<file path="src/hw/csidt_pkg.sv">
package csidt_pkg;

    // ****************************************************************
    // Register map: printed offsets are register indices,
    // byte address is four times the index
    // ****************************************************************
    localparam int CSIDT_NUM_PARAMS = 6;
    localparam logic [7:0] CSIDT_IDX_CLOCK_POST = 8'h63;
    localparam logic [7:0] CSIDT_IDX_HS_PREPARE = 8'h64;
    localparam logic [7:0] CSIDT_IDX_HS_ZERO = 8'h65;
    localparam logic [7:0] CSIDT_IDX_HS_TRAIL = 8'h66;
    localparam logic [7:0] CSIDT_IDX_HS_EXIT = 8'h67;
    localparam logic [7:0] CSIDT_IDX_LP_TRANSMIT = 8'h68;
    localparam logic [7:0] CSIDT_IDX_LINE_RATE = 8'h69;

    // Parameter order used by every per-parameter array
    localparam logic [0:5][7:0] CSIDT_PARAM_IDX = '{
        CSIDT_IDX_CLOCK_POST, CSIDT_IDX_HS_PREPARE, CSIDT_IDX_HS_ZERO,
        CSIDT_IDX_HS_TRAIL, CSIDT_IDX_HS_EXIT, CSIDT_IDX_LP_TRANSMIT};

    // ****************************************************************
    // Field layout and reset values
    // ****************************************************************
    localparam int CSIDT_MANUAL_BIT = 7;
    localparam int CSIDT_VALUE_W = 7;
    localparam int CSIDT_RATE_W = 3;
    localparam logic [7:0] CSIDT_RST_CLOCK_POST = 8'h0A;
    localparam logic [7:0] CSIDT_RST_HS_PREPARE = 8'h06;
    localparam logic [7:0] CSIDT_RST_HS_ZERO = 8'h0C;
    localparam logic [7:0] CSIDT_RST_HS_TRAIL = 8'h08;
    localparam logic [7:0] CSIDT_RST_HS_EXIT = 8'h0B;
    localparam logic [7:0] CSIDT_RST_LP_TRANSMIT = 8'h06;
    localparam logic [0:5][7:0] CSIDT_RST_REG = '{
        CSIDT_RST_CLOCK_POST, CSIDT_RST_HS_PREPARE, CSIDT_RST_HS_ZERO,
        CSIDT_RST_HS_TRAIL, CSIDT_RST_HS_EXIT, CSIDT_RST_LP_TRANSMIT};

    // ****************************************************************
    // Line rate codes and derived timing table
    // ****************************************************************
    localparam logic [2:0] CSIDT_RATE_400 = 3'h0;
    localparam logic [2:0] CSIDT_RATE_800 = 3'h1;
    localparam logic [2:0] CSIDT_RATE_1200 = 3'h2;
    localparam logic [2:0] CSIDT_RATE_1500 = 3'h3;
    localparam logic [2:0] CSIDT_RATE_1600 = 3'h4;
    localparam logic [2:0] CSIDT_RATE_MAX = CSIDT_RATE_1600;
    localparam logic [2:0] CSIDT_RST_RATE = CSIDT_RATE_800;

    // Rows by rate code, columns in parameter order
    localparam logic [0:4][0:5][6:0] CSIDT_AUTO_TABLE = '{
        '{7'h05, 7'h03, 7'h06, 7'h04, 7'h06, 7'h03},
        '{CSIDT_RST_CLOCK_POST[6:0], CSIDT_RST_HS_PREPARE[6:0], CSIDT_RST_HS_ZERO[6:0],
          CSIDT_RST_HS_TRAIL[6:0], CSIDT_RST_HS_EXIT[6:0], CSIDT_RST_LP_TRANSMIT[6:0]},
        '{7'h0F, 7'h09, 7'h12, 7'h0C, 7'h10, 7'h09},
        '{7'h13, 7'h0B, 7'h16, 7'h0F, 7'h14, 7'h0B},
        '{7'h14, 7'h0C, 7'h18, 7'h10, 7'h16, 7'h0C}};

    // ****************************************************************
    // Types
    // ****************************************************************
    typedef enum logic [0:0] {CSIDT_IDLE, CSIDT_ACK} csidt_phase_type;

    typedef struct packed {
        logic [9:0] address;
        logic read;
        logic write;
        logic [31:0] writedata;
        logic [3:0] byteenable;
    } csidt_avs_req_type;

    typedef struct packed {
        csidt_phase_type phase;
        logic waitrequest;
        logic [31:0] readdata;
        logic [2:0] rate;
        logic [5:0] manual;
        logic [5:0][6:0] value;
        logic [5:0][6:0] duration;
    } csidt_state_type;

endpackage

</file>
<file path="src/hw/csidt_timing_regs.sv">
// Implementation choice: register access over Avalon-MM.
`timescale 1ns/100ps

// Operation
// - Manual select low uses derived value, high uses programmed 7-bit value; resets low.
// - With manual select low, value field ignores writes and reads the derived value.
// - With manual select high, value field is writable and reads back the written value.
// - Derived values follow the selected line rate; reset matches 800 Mbps.
// - Clock post-time value field resets to 0xA with automatic selection.
// - HS prepare-time control sits at index 0x64, resets to 0x06.
// - HS zero-time control sits at index 0x65, resets to 0x0C.
// - HS trail-time control sits at index 0x66, resets to 0x08.
// - HS exit-time control sits at index 0x67, resets to 0x0B.
// - LP transmit-time control sits at index 0x68, resets to 0x06.
// - Clock post-time control sits at index 0x63, resets to 0x0A.
module csidt_timing_regs (
    input wire logic sys_clk,
    input wire logic rst,
    input wire csidt_pkg::csidt_avs_req_type avs_req,
    output logic [31:0] avs_readdata,
    output logic avs_waitrequest,
    output logic [2:0] line_rate,
    input wire logic [5:0] lane_state_enter,
    output logic [5:0][6:0] lane_duration
);

    // ****************************************************************
    // State and derived values
    // ****************************************************************
    csidt_pkg::csidt_state_type s_q;
    csidt_pkg::csidt_state_type s_d;
    logic [5:0][6:0] auto_value;
    logic [5:0][6:0] sel_value;
    logic [5:0] param_hit;
    logic rate_hit;
    logic [31:0] read_word;

    // Per-parameter decode and value selection
    genvar gi;
    generate
        for (gi = 0; gi < csidt_pkg::CSIDT_NUM_PARAMS; gi++) begin : g_param
            // Table lookup, rate is kept within the table rows
            assign auto_value[gi] = csidt_pkg::CSIDT_AUTO_TABLE[s_q.rate][gi];
            // Manual select picks the stored field
            assign sel_value[gi] = s_q.manual[gi] ? s_q.value[gi] : auto_value[gi];
            // Index decode, low address bits must be zero
            assign param_hit[gi] = (avs_req.address[9:2] == csidt_pkg::CSIDT_PARAM_IDX[gi])
                && (avs_req.address[1:0] == 2'h0);
        end
    endgenerate

    assign rate_hit = (avs_req.address[9:2] == csidt_pkg::CSIDT_IDX_LINE_RATE)
        && (avs_req.address[1:0] == 2'h0);

    // ****************************************************************
    // Read mux
    // ****************************************************************
    // Unmapped words read as zero; value field shows the selected value
    always_comb begin
        read_word = 32'h0000_0000;
        for (int k = 0; k < csidt_pkg::CSIDT_NUM_PARAMS; k++) begin
            if (param_hit[k]) begin
                read_word = {24'h00_0000, s_q.manual[k], sel_value[k]};
            end
        end
        if (rate_hit) begin
            read_word = {29'h0000_0000, s_q.rate};
        end
    end

    // ****************************************************************
    // Next state
    // ****************************************************************
    // Bus handshake, register writes and lane duration capture
    always_comb begin
        s_d = s_q;
        case (s_q.phase)
            csidt_pkg::CSIDT_IDLE: begin
                // One wait cycle keeps both bus outputs registered
                if (avs_req.read || avs_req.write) begin
                    s_d.phase = csidt_pkg::CSIDT_ACK;
                    s_d.waitrequest = 1'b0;
                    s_d.readdata = avs_req.read ? read_word : 32'h0000_0000;
                end
            end
            csidt_pkg::CSIDT_ACK: begin
                s_d.phase = csidt_pkg::CSIDT_IDLE;
                s_d.waitrequest = 1'b1;
                s_d.readdata = 32'h0000_0000;
                // Write lands on the edge that sees waitrequest low
                if (avs_req.write && avs_req.byteenable[0]) begin
                    for (int k = 0; k < csidt_pkg::CSIDT_NUM_PARAMS; k++) begin
                        if (param_hit[k]) begin
                            s_d.manual[k] = avs_req.writedata[csidt_pkg::CSIDT_MANUAL_BIT];
                            // Field only taken while manual select is set
                            if (avs_req.writedata[csidt_pkg::CSIDT_MANUAL_BIT]) begin
                                s_d.value[k] = avs_req.writedata[6:0];
                            end
                        end
                    end
                    // Codes beyond the table are refused, rate stays
                    if (rate_hit && (avs_req.writedata[2:0] <= csidt_pkg::CSIDT_RATE_MAX)) begin
                        s_d.rate = avs_req.writedata[2:0];
                    end
                end
            end
            default: begin
                s_d.phase = csidt_pkg::CSIDT_IDLE;
                s_d.waitrequest = 1'b1;
            end
        endcase
        // A changed value waits for the next entry into its state
        for (int k = 0; k < csidt_pkg::CSIDT_NUM_PARAMS; k++) begin
            if (lane_state_enter[k]) begin
                s_d.duration[k] = sel_value[k];
            end
        end
        // Synchronous reset to the 800 Mbps defaults
        if (rst) begin
            s_d.phase = csidt_pkg::CSIDT_IDLE;
            s_d.waitrequest = 1'b1;
            s_d.readdata = 32'h0000_0000;
            s_d.rate = csidt_pkg::CSIDT_RST_RATE;
            for (int k = 0; k < csidt_pkg::CSIDT_NUM_PARAMS; k++) begin
                s_d.manual[k] = csidt_pkg::CSIDT_RST_REG[k][7];
                s_d.value[k] = csidt_pkg::CSIDT_RST_REG[k][6:0];
                s_d.duration[k] = csidt_pkg::CSIDT_RST_REG[k][6:0];
            end
        end
    end

    // ****************************************************************
    // State register and outputs
    // ****************************************************************
    always_ff @(posedge sys_clk) begin
        s_q <= s_d;
    end

    // Outputs come straight from the state register
    assign avs_readdata = s_q.readdata;
    assign avs_waitrequest = s_q.waitrequest;
    assign line_rate = s_q.rate;
    assign lane_duration = s_q.duration;

    logic ack_q;
    assign ack_q = (s_q.phase == csidt_pkg::CSIDT_ACK);

    // ****************************************************************
    // Per-parameter guards
    // ****************************************************************
    // Same guards on every column, so a slip in one parameter shows up
    genvar ai;
    generate
        for (ai = 0; ai < csidt_pkg::CSIDT_NUM_PARAMS; ai++) begin : g_check

        end
    endgenerate
endmodule

</file>
<file path="config.mk">
export PLATFORM = sky130hd
export DESIGN_NAME = csidt_timing_regs
export DESIGN_NICKNAME = d
export VERILOG_FILES = /design/src/hw/csidt_pkg.sv /design/src/hw/csidt_timing_regs.sv
export SDC_FILE = /design/constraint.sdc
export NUM_CORES = 1
export LEC_CHECK = 0
export ABC_AREA = 1
export ABC_CLOCK_PERIOD_IN_PS = 1800
export BUFFER_PORTS_ARGS = -buffer_cell sky130_fd_sc_hd__buf_2
export CAP_MARGIN = 5
export CORE_ASPECT_RATIO = 1.1
export CORE_MARGIN = 2
export CORE_UTILIZATION = 45
export CTS_CLUSTER_SIZE = 20
export DETAILED_ROUTE_END_ITERATION = 10
export PLACE_DENSITY_LB_ADDON = 0.12
export SLEW_MARGIN = 20
export SYNTH_ARGS = -nofsm -noshare
export SYNTH_HDL_FRONTEND = slang
export SYNTH_SLANG_ARGS = --single-unit
</file>
<file path="constraint.sdc">
create_clock -name sys_clk -period 1.8 [get_ports sys_clk]
set_input_delay 0.36 -clock sys_clk [delete_from_list [all_inputs] [get_ports sys_clk]]
set_output_delay 0.36 -clock sys_clk [all_outputs]
set_load 0.05 [all_outputs]
</file>
* After elaboration in Yosys (flattened, before gate mapping)
Memories as Yosys holds them, arrays and structs flattened. Cells that the tools add are included.
Word-level totals: bits in registers 127, memory bits (read-only) 336, bits of input ports 56, output and inout port bits 78, logic and storage cells 77, memories 1
Memories:
- (name not given) | words 8, width 42, read ports 1, clocked after memory_dff 0, write ports 0, RTL line csidt_timing_regs.sv:43 | assign auto_value[gi] = csidt_pkg::CSIDT_AUTO_TABLE[s_q.rate][gi];
Cells by class: magnitude comparators 2, equality and inequality tests 8, multiplexer cells 18, bitwise gates (word level) 2, reductions and logical operators 24
Operators by type and width (number):
- two-way mux 32 bit | 6
- two-way mux 42 bit | 2
- one-hot mux 34 bit (2 select lines) | 1
- equality test 8 x 7 -> 1 bit (second input constant) | 7
- two-way mux 7 bit | 6
- two-way mux 34 bit | 1
- AND reduction 4 bit | 6
- AND reduction 3 bit | 7
- two-way mux 8 bit | 2
- logical AND 1 bit | 9
- >= comparator 4 bit (second input constant) | 1
- inverter 3 -> 4 bit | 1
- less-or-equal comparator 3 bit (second input constant) | 1
- zero test 2 bit | 1
- inequality test 2 bit (second input constant) | 1
- logical OR 1 bit | 1
- inverter 1 bit | 1

* Logic depth before layout (Yosys ltp)
word-level depth 15, mapped depth 12, depth with buffers taken out 12

* Worst setup path after synthesis
Ideal clock, no wire load.
path type register to register, start register s_q (netlist bit line_rate[1]), end register s_q (netlist bit avs_readdata[2]), setup time 0.132 ns, arrival 1.401 ns, data required time 1.668 ns, slack 0.266 ns, stages on the path, launching flop included 12, path buffers 0, clock period less this slack 1.534 ns, cells stage by stage dfxtp_1 > inv_1 > ha_1 > nor2_1 > nand2_1 > o21a_1 > nand2_1 > nand2_1 > inv_1 > nand4_1 > nand2_1 > a21oi_1
Between the ends: cells in the longest elaborated chain, start to end 15, elaborated cells on any way between the ends 20, classes of those cells mux (18); bitwise (1); memory (1)
RTL lines:
- start, declared | RTL line csidt_timing_regs.sv:30 | csidt_pkg::csidt_state_type s_q;
- start signal, assigned | RTL line csidt_timing_regs.sv:136 | s_q <= s_d;
- inverter 3 -> 4 bit (not written as such) (*) | RTL line csidt_timing_regs.sv:43
- memory read (8 x 42 bit) (*)
- two-way mux 42 bit (not written as such) (*) (2 in series) | RTL line csidt_timing_regs.sv:43
- two-way mux 7 bit | RTL line csidt_timing_regs.sv:45 | assign sel_value[gi] = s_q.manual[gi] ? s_q.value[gi] : auto_value[gi];
- two-way mux 8 bit (2 in series) | RTL line csidt_timing_regs.sv:62 | if (param_hit[k]) begin
- two-way mux 32 bit (3 in series) | RTL line csidt_timing_regs.sv:62
- two-way mux 32 bit (*) | RTL line csidt_timing_regs.sv:62
- two-way mux 32 bit (*) | RTL line csidt_timing_regs.sv:66 | if (rate_hit) begin
- two-way mux 32 bit (*) | RTL line csidt_timing_regs.sv:83 | s_d.readdata = avs_req.read ? read_word : 32'h0000_0000;
- two-way mux 34 bit (*) | RTL line csidt_timing_regs.sv:80 | if (avs_req.read || avs_req.write) begin
- one-hot mux 34 bit (2 select lines) (*) | RTL line csidt_timing_regs.sv:77 | case (s_q.phase)
Every way passes the cells marked *; elsewhere a longest branch is shown, timed or not. The select of a mux whose other input is x is not followed. A chain may end at the register's enable or synchronous reset.

* Worst setup path in the final report
start register s_q (netlist bit line_rate[1]), end register s_q (netlist bit avs_readdata[4])
Same word-level chain as after synthesis.

==> flow_metrics.env <==
export IMPL_status="finished, violations left"
export IMPL_violations="negative setup slack"
export IMPL_synthTopCellsByArea="dfxtp_1 (39%), buf_4 (11%), nand2_1 (9.1%)"
export IMPL_top_usage_layer="met2"
export IMPL_globalRouteMet3Util_pct=3.60
export IMPL_hold_path_class="input pin to flop"
export IMPL_vdd_drop_max_mv=0.416
export IMPL_slew_violations=0
export IMPL_drive_gt1_share_pct=25.6
export IMPL_synth_distinct_cells=34
export IMPL_die_h_microns=118
export IMPL_root_buffer="clkbuf_16"
export IMPL_yosysMostFrequentCell="nand2_1"
export IMPL_crit_cells=7
export IMPL_async_flop_share_pct=0
export IMPL_worstHoldStart="lane_state_enter[4]"
export IMPL_num_vias=4844
export IMPL_drtIter0Drc=318
export IMPL_place_congestion=0.936
export IMPL_endpoint_kind="flop"
export IMPL_crit_buf_inv=1
export IMPL_rows=41
export IMPL_power_leakage_nw=2.96
export IMPL_clk_pin_slew_ns=0.07
export IMPL_dp_slack_ns=-0.166
export IMPL_cts_buffers=9
export IMPL_finalCritPeriodShare_pct=100
export IMPL_area_delta_synth_final_pct=16.9
export IMPL_globalRouteMet1Util_pct=30.8
export IMPL_r2r_end="avs_readdata[4]"
export IMPL_critPathMostFrequentCell="o21ai_0"
export IMPL_vias_per_cell=5.05
export IMPL_antenna_diode_count=0
export IMPL_skew_ns=0.0107
export IMPL_worstRegToRegCells=7
export IMPL_synth_top_area_share_pct=38.7
export IMPL_fmax_ghz=0.555
export IMPL_io_buffers=82
export IMPL_gr_total_overflow=0
export IMPL_first_global_vias=4402
export IMPL_nets=864
export IMPL_htreeDepth=3
export IMPL_ant_nets=0
export IMPL_synth_ff_type="dfxtp_1"
export IMPL_timing_rr_start="line_rate[1]"
export IMPL_fp_coreArea_sq_mm=0.0115
export IMPL_grt_pass1_wl_mm=22.7
export IMPL_crit_path_start="line_rate[1]"
export IMPL_yosysSeqAreaShare_pct=38.7
export IMPL_die_area_sq_mm=0.0127
export IMPL_cts_sinks=103
export IMPL_fin_area_sq_mm=0.00622
export IMPL_syn_avg_cell_area_sq_um=7.31
export IMPL_clock_latency_ns=0.36
export IMPL_routed_wl_mm=14.5
export IMPL_track_usage_pct=23.1
export IMPL_cts_tree="built"
export IMPL_ys_ff_latch=103
export IMPL_finalSetupViolCount=1
export IMPL_start_util_pct=46.3
export IMPL_cp_slowest_cell="o21ai_0"
export IMPL_worstSetupPathType="flop to flop"
export IMPL_antenna_found_initial=0
export IMPL_firstDrtPassIters=4
export IMPL_min_period_ns=1.80
export IMPL_grt_start_max_net_pins=68
export IMPL_cp_required_ns=2.02
export IMPL_netlist_top_cell_by_area="dfxtp_1"
export IMPL_r2r_setup_slack_ns=-0.002
export IMPL_synthCells=728
export IMPL_clock_path_buffers=2
export IMPL_crit_path_start_kind="flop"
export IMPL_power_per_cell_area_mw_per_mm2=812
export IMPL_place_area_sq_mm=0.00581
export IMPL_cp_max_fo=5
export IMPL_wl_per_cell_microns=15.1
export IMPL_final_hold_violation_count=0
export IMPL_synth_edf_count=0
export IMPL_drv_cap=0
export IMPL_ios=134
export IMPL_grtUsageMet2_pct=37.0
export IMPL_yosys_top_cells_count="nand2_1 (129), dfxtp_1 (103), a21oi_1 (95)"
export IMPL_cp_cell_sequence="buf_4 > nor2_1 > o21ai_0 > o21ai_0 > nand3_1 > nand2_1 > a21oi_1"
export IMPL_drc=0
export IMPL_crit_end="avs_readdata[4]"
export IMPL_die_w_microns=108
export IMPL_cp_top_family="compound AO/OA/AOI/OAI gates"
export IMPL_cp_arrival_ns=2.02
export IMPL_setup_slack_ns=-0.00248
export IMPL_yosysWarningCount=0
export IMPL_slowest_delay_ns=0.34
export IMPL_synthesis_area_sq_mm=0.00533
export IMPL_dp_hpwl_mm=10.8
==> stage by stage <==
| stage | total power, W | instances | hold WS, ns | setup TNS, ns | util [%] |
|---|---|---|---|---|---|
| 2_1_floorplan | 0.00297 | 751 | 0.420 | 0 | - |
| 3_3_place_gp | 0.00303 | 941 | 0.430 | -0.369 | 50.6 |
| 3_5_place_dp | 0.00304 | 941 | 0.434 | -0.691 | 50.6 |
| 4_1_cts | 0.00510 | 957 | 0.281 | -0.00308 | 53.4 |
| 5_1_grt | 0.00522 | 959 | 0.308 | -0.00190 | 54.2 |
| 6_report | 0.00505 | 959 | 0.285 | -0.00248 | 54.2 |
==> layout make-up <==
class | instances | area (sq um)
Inverter | 81 | 305
Tap cell | 150 | 188
Clock buffer | 12 | 267
Sequential cell | 103 | 2070
Clock inverter | 4 | 52.6
Fill cell | 1134 | 5270
Multi-Input combinational cell | 461 | 2390
Timing Repair Buffer | 148 | 956
==> worst min path at each step <==
stage          slack, ns  depth (start not counted)                 to
2_1_floorplan       0.42                          2            s_q[72]
3_3_place_gp        0.43                          2            s_q[53]
3_5_place_dp        0.43                          2            s_q[54]
4_1_cts             0.28                          2  lane_duration[30]
5_1_grt             0.31                          2  lane_duration[30]
6_report            0.28                          2  lane_duration[30]
==> layer usage <==
layer	up-vias	part of all wire [%]
met5	-	0
met2	154	47
met1	2228	45
met3	29	5.7
li1	2433	-
met4	0	2.8
==> sequential cells by signal (all words and copies together), names as in the netlist <==
signal           flops
line_rate            3
lane_duration       42
ack_q                1
avs_readdata         8
s_q                 48
avs_waitrequest      1
==> power breakdown <==
group          internal [W]  total (W)  leakage (nW)  switching [W]
logic              0.000136   0.000642          1.96       0.000506
clock network       0.00119    0.00206         0.159       0.000866
registers           0.00233    0.00235         0.840      0.0000239
==> cell families (layout without fill, tap and decap cells) <==
group                    after synthesis  count (layout)  share of synthesized area, %
AND/OR/NAND/NOR                      235             235                          20.9
AO/OA/AOI/OAI                        198             198                          20.0
buffers and inverters                187             245                          19.4
flip-flops                           103             103                          38.7
adder cells (fa/ha/maj)                4               4                         0.940
other                                  1              24                        0.0704
==> timing repair <==
| item | in CTS | in global routing |
|---|---|---|
| resized for setup | 5 | 21 |
| buffers inserted | 0 | 2 |
| pin swaps | 0 | 7 |
| endpoints found under the hold margin | 0 | 0 |
| setup endpoints to repair | 4 | 5 |
| hold buffers | 0 | 0 |
==> cells in the final DEF (no fill, tap or decap), types with 2 or more instances in the layout <==
cell type	instances
nand2_2	5
nand2_1	125
inv_1	76
or2_0	2
nor2_1	41
o21ai_0	76
buf_12	4
a21oi_1	93
nor3_1	3
o21ai_1	7
dfxtp_2	2
buf_2	82
a31oi_1	2
nand4_1	10
nor2_4	5
o21a_1	4
o211ai_1	7
inv_2	3
clkbuf_16	9
nand3_1	28
nand2_4	3
nand3_2	6
clkinv_4	2
conb_1	24
buf_4	62
nor2_8	3
clkbuf_8	3
clkinv_2	2
a21oi_2	2
o211ai_2	6
ha_1	3
dfxtp_1	100
No activity file was read; power rests on OpenSTA's default activity.
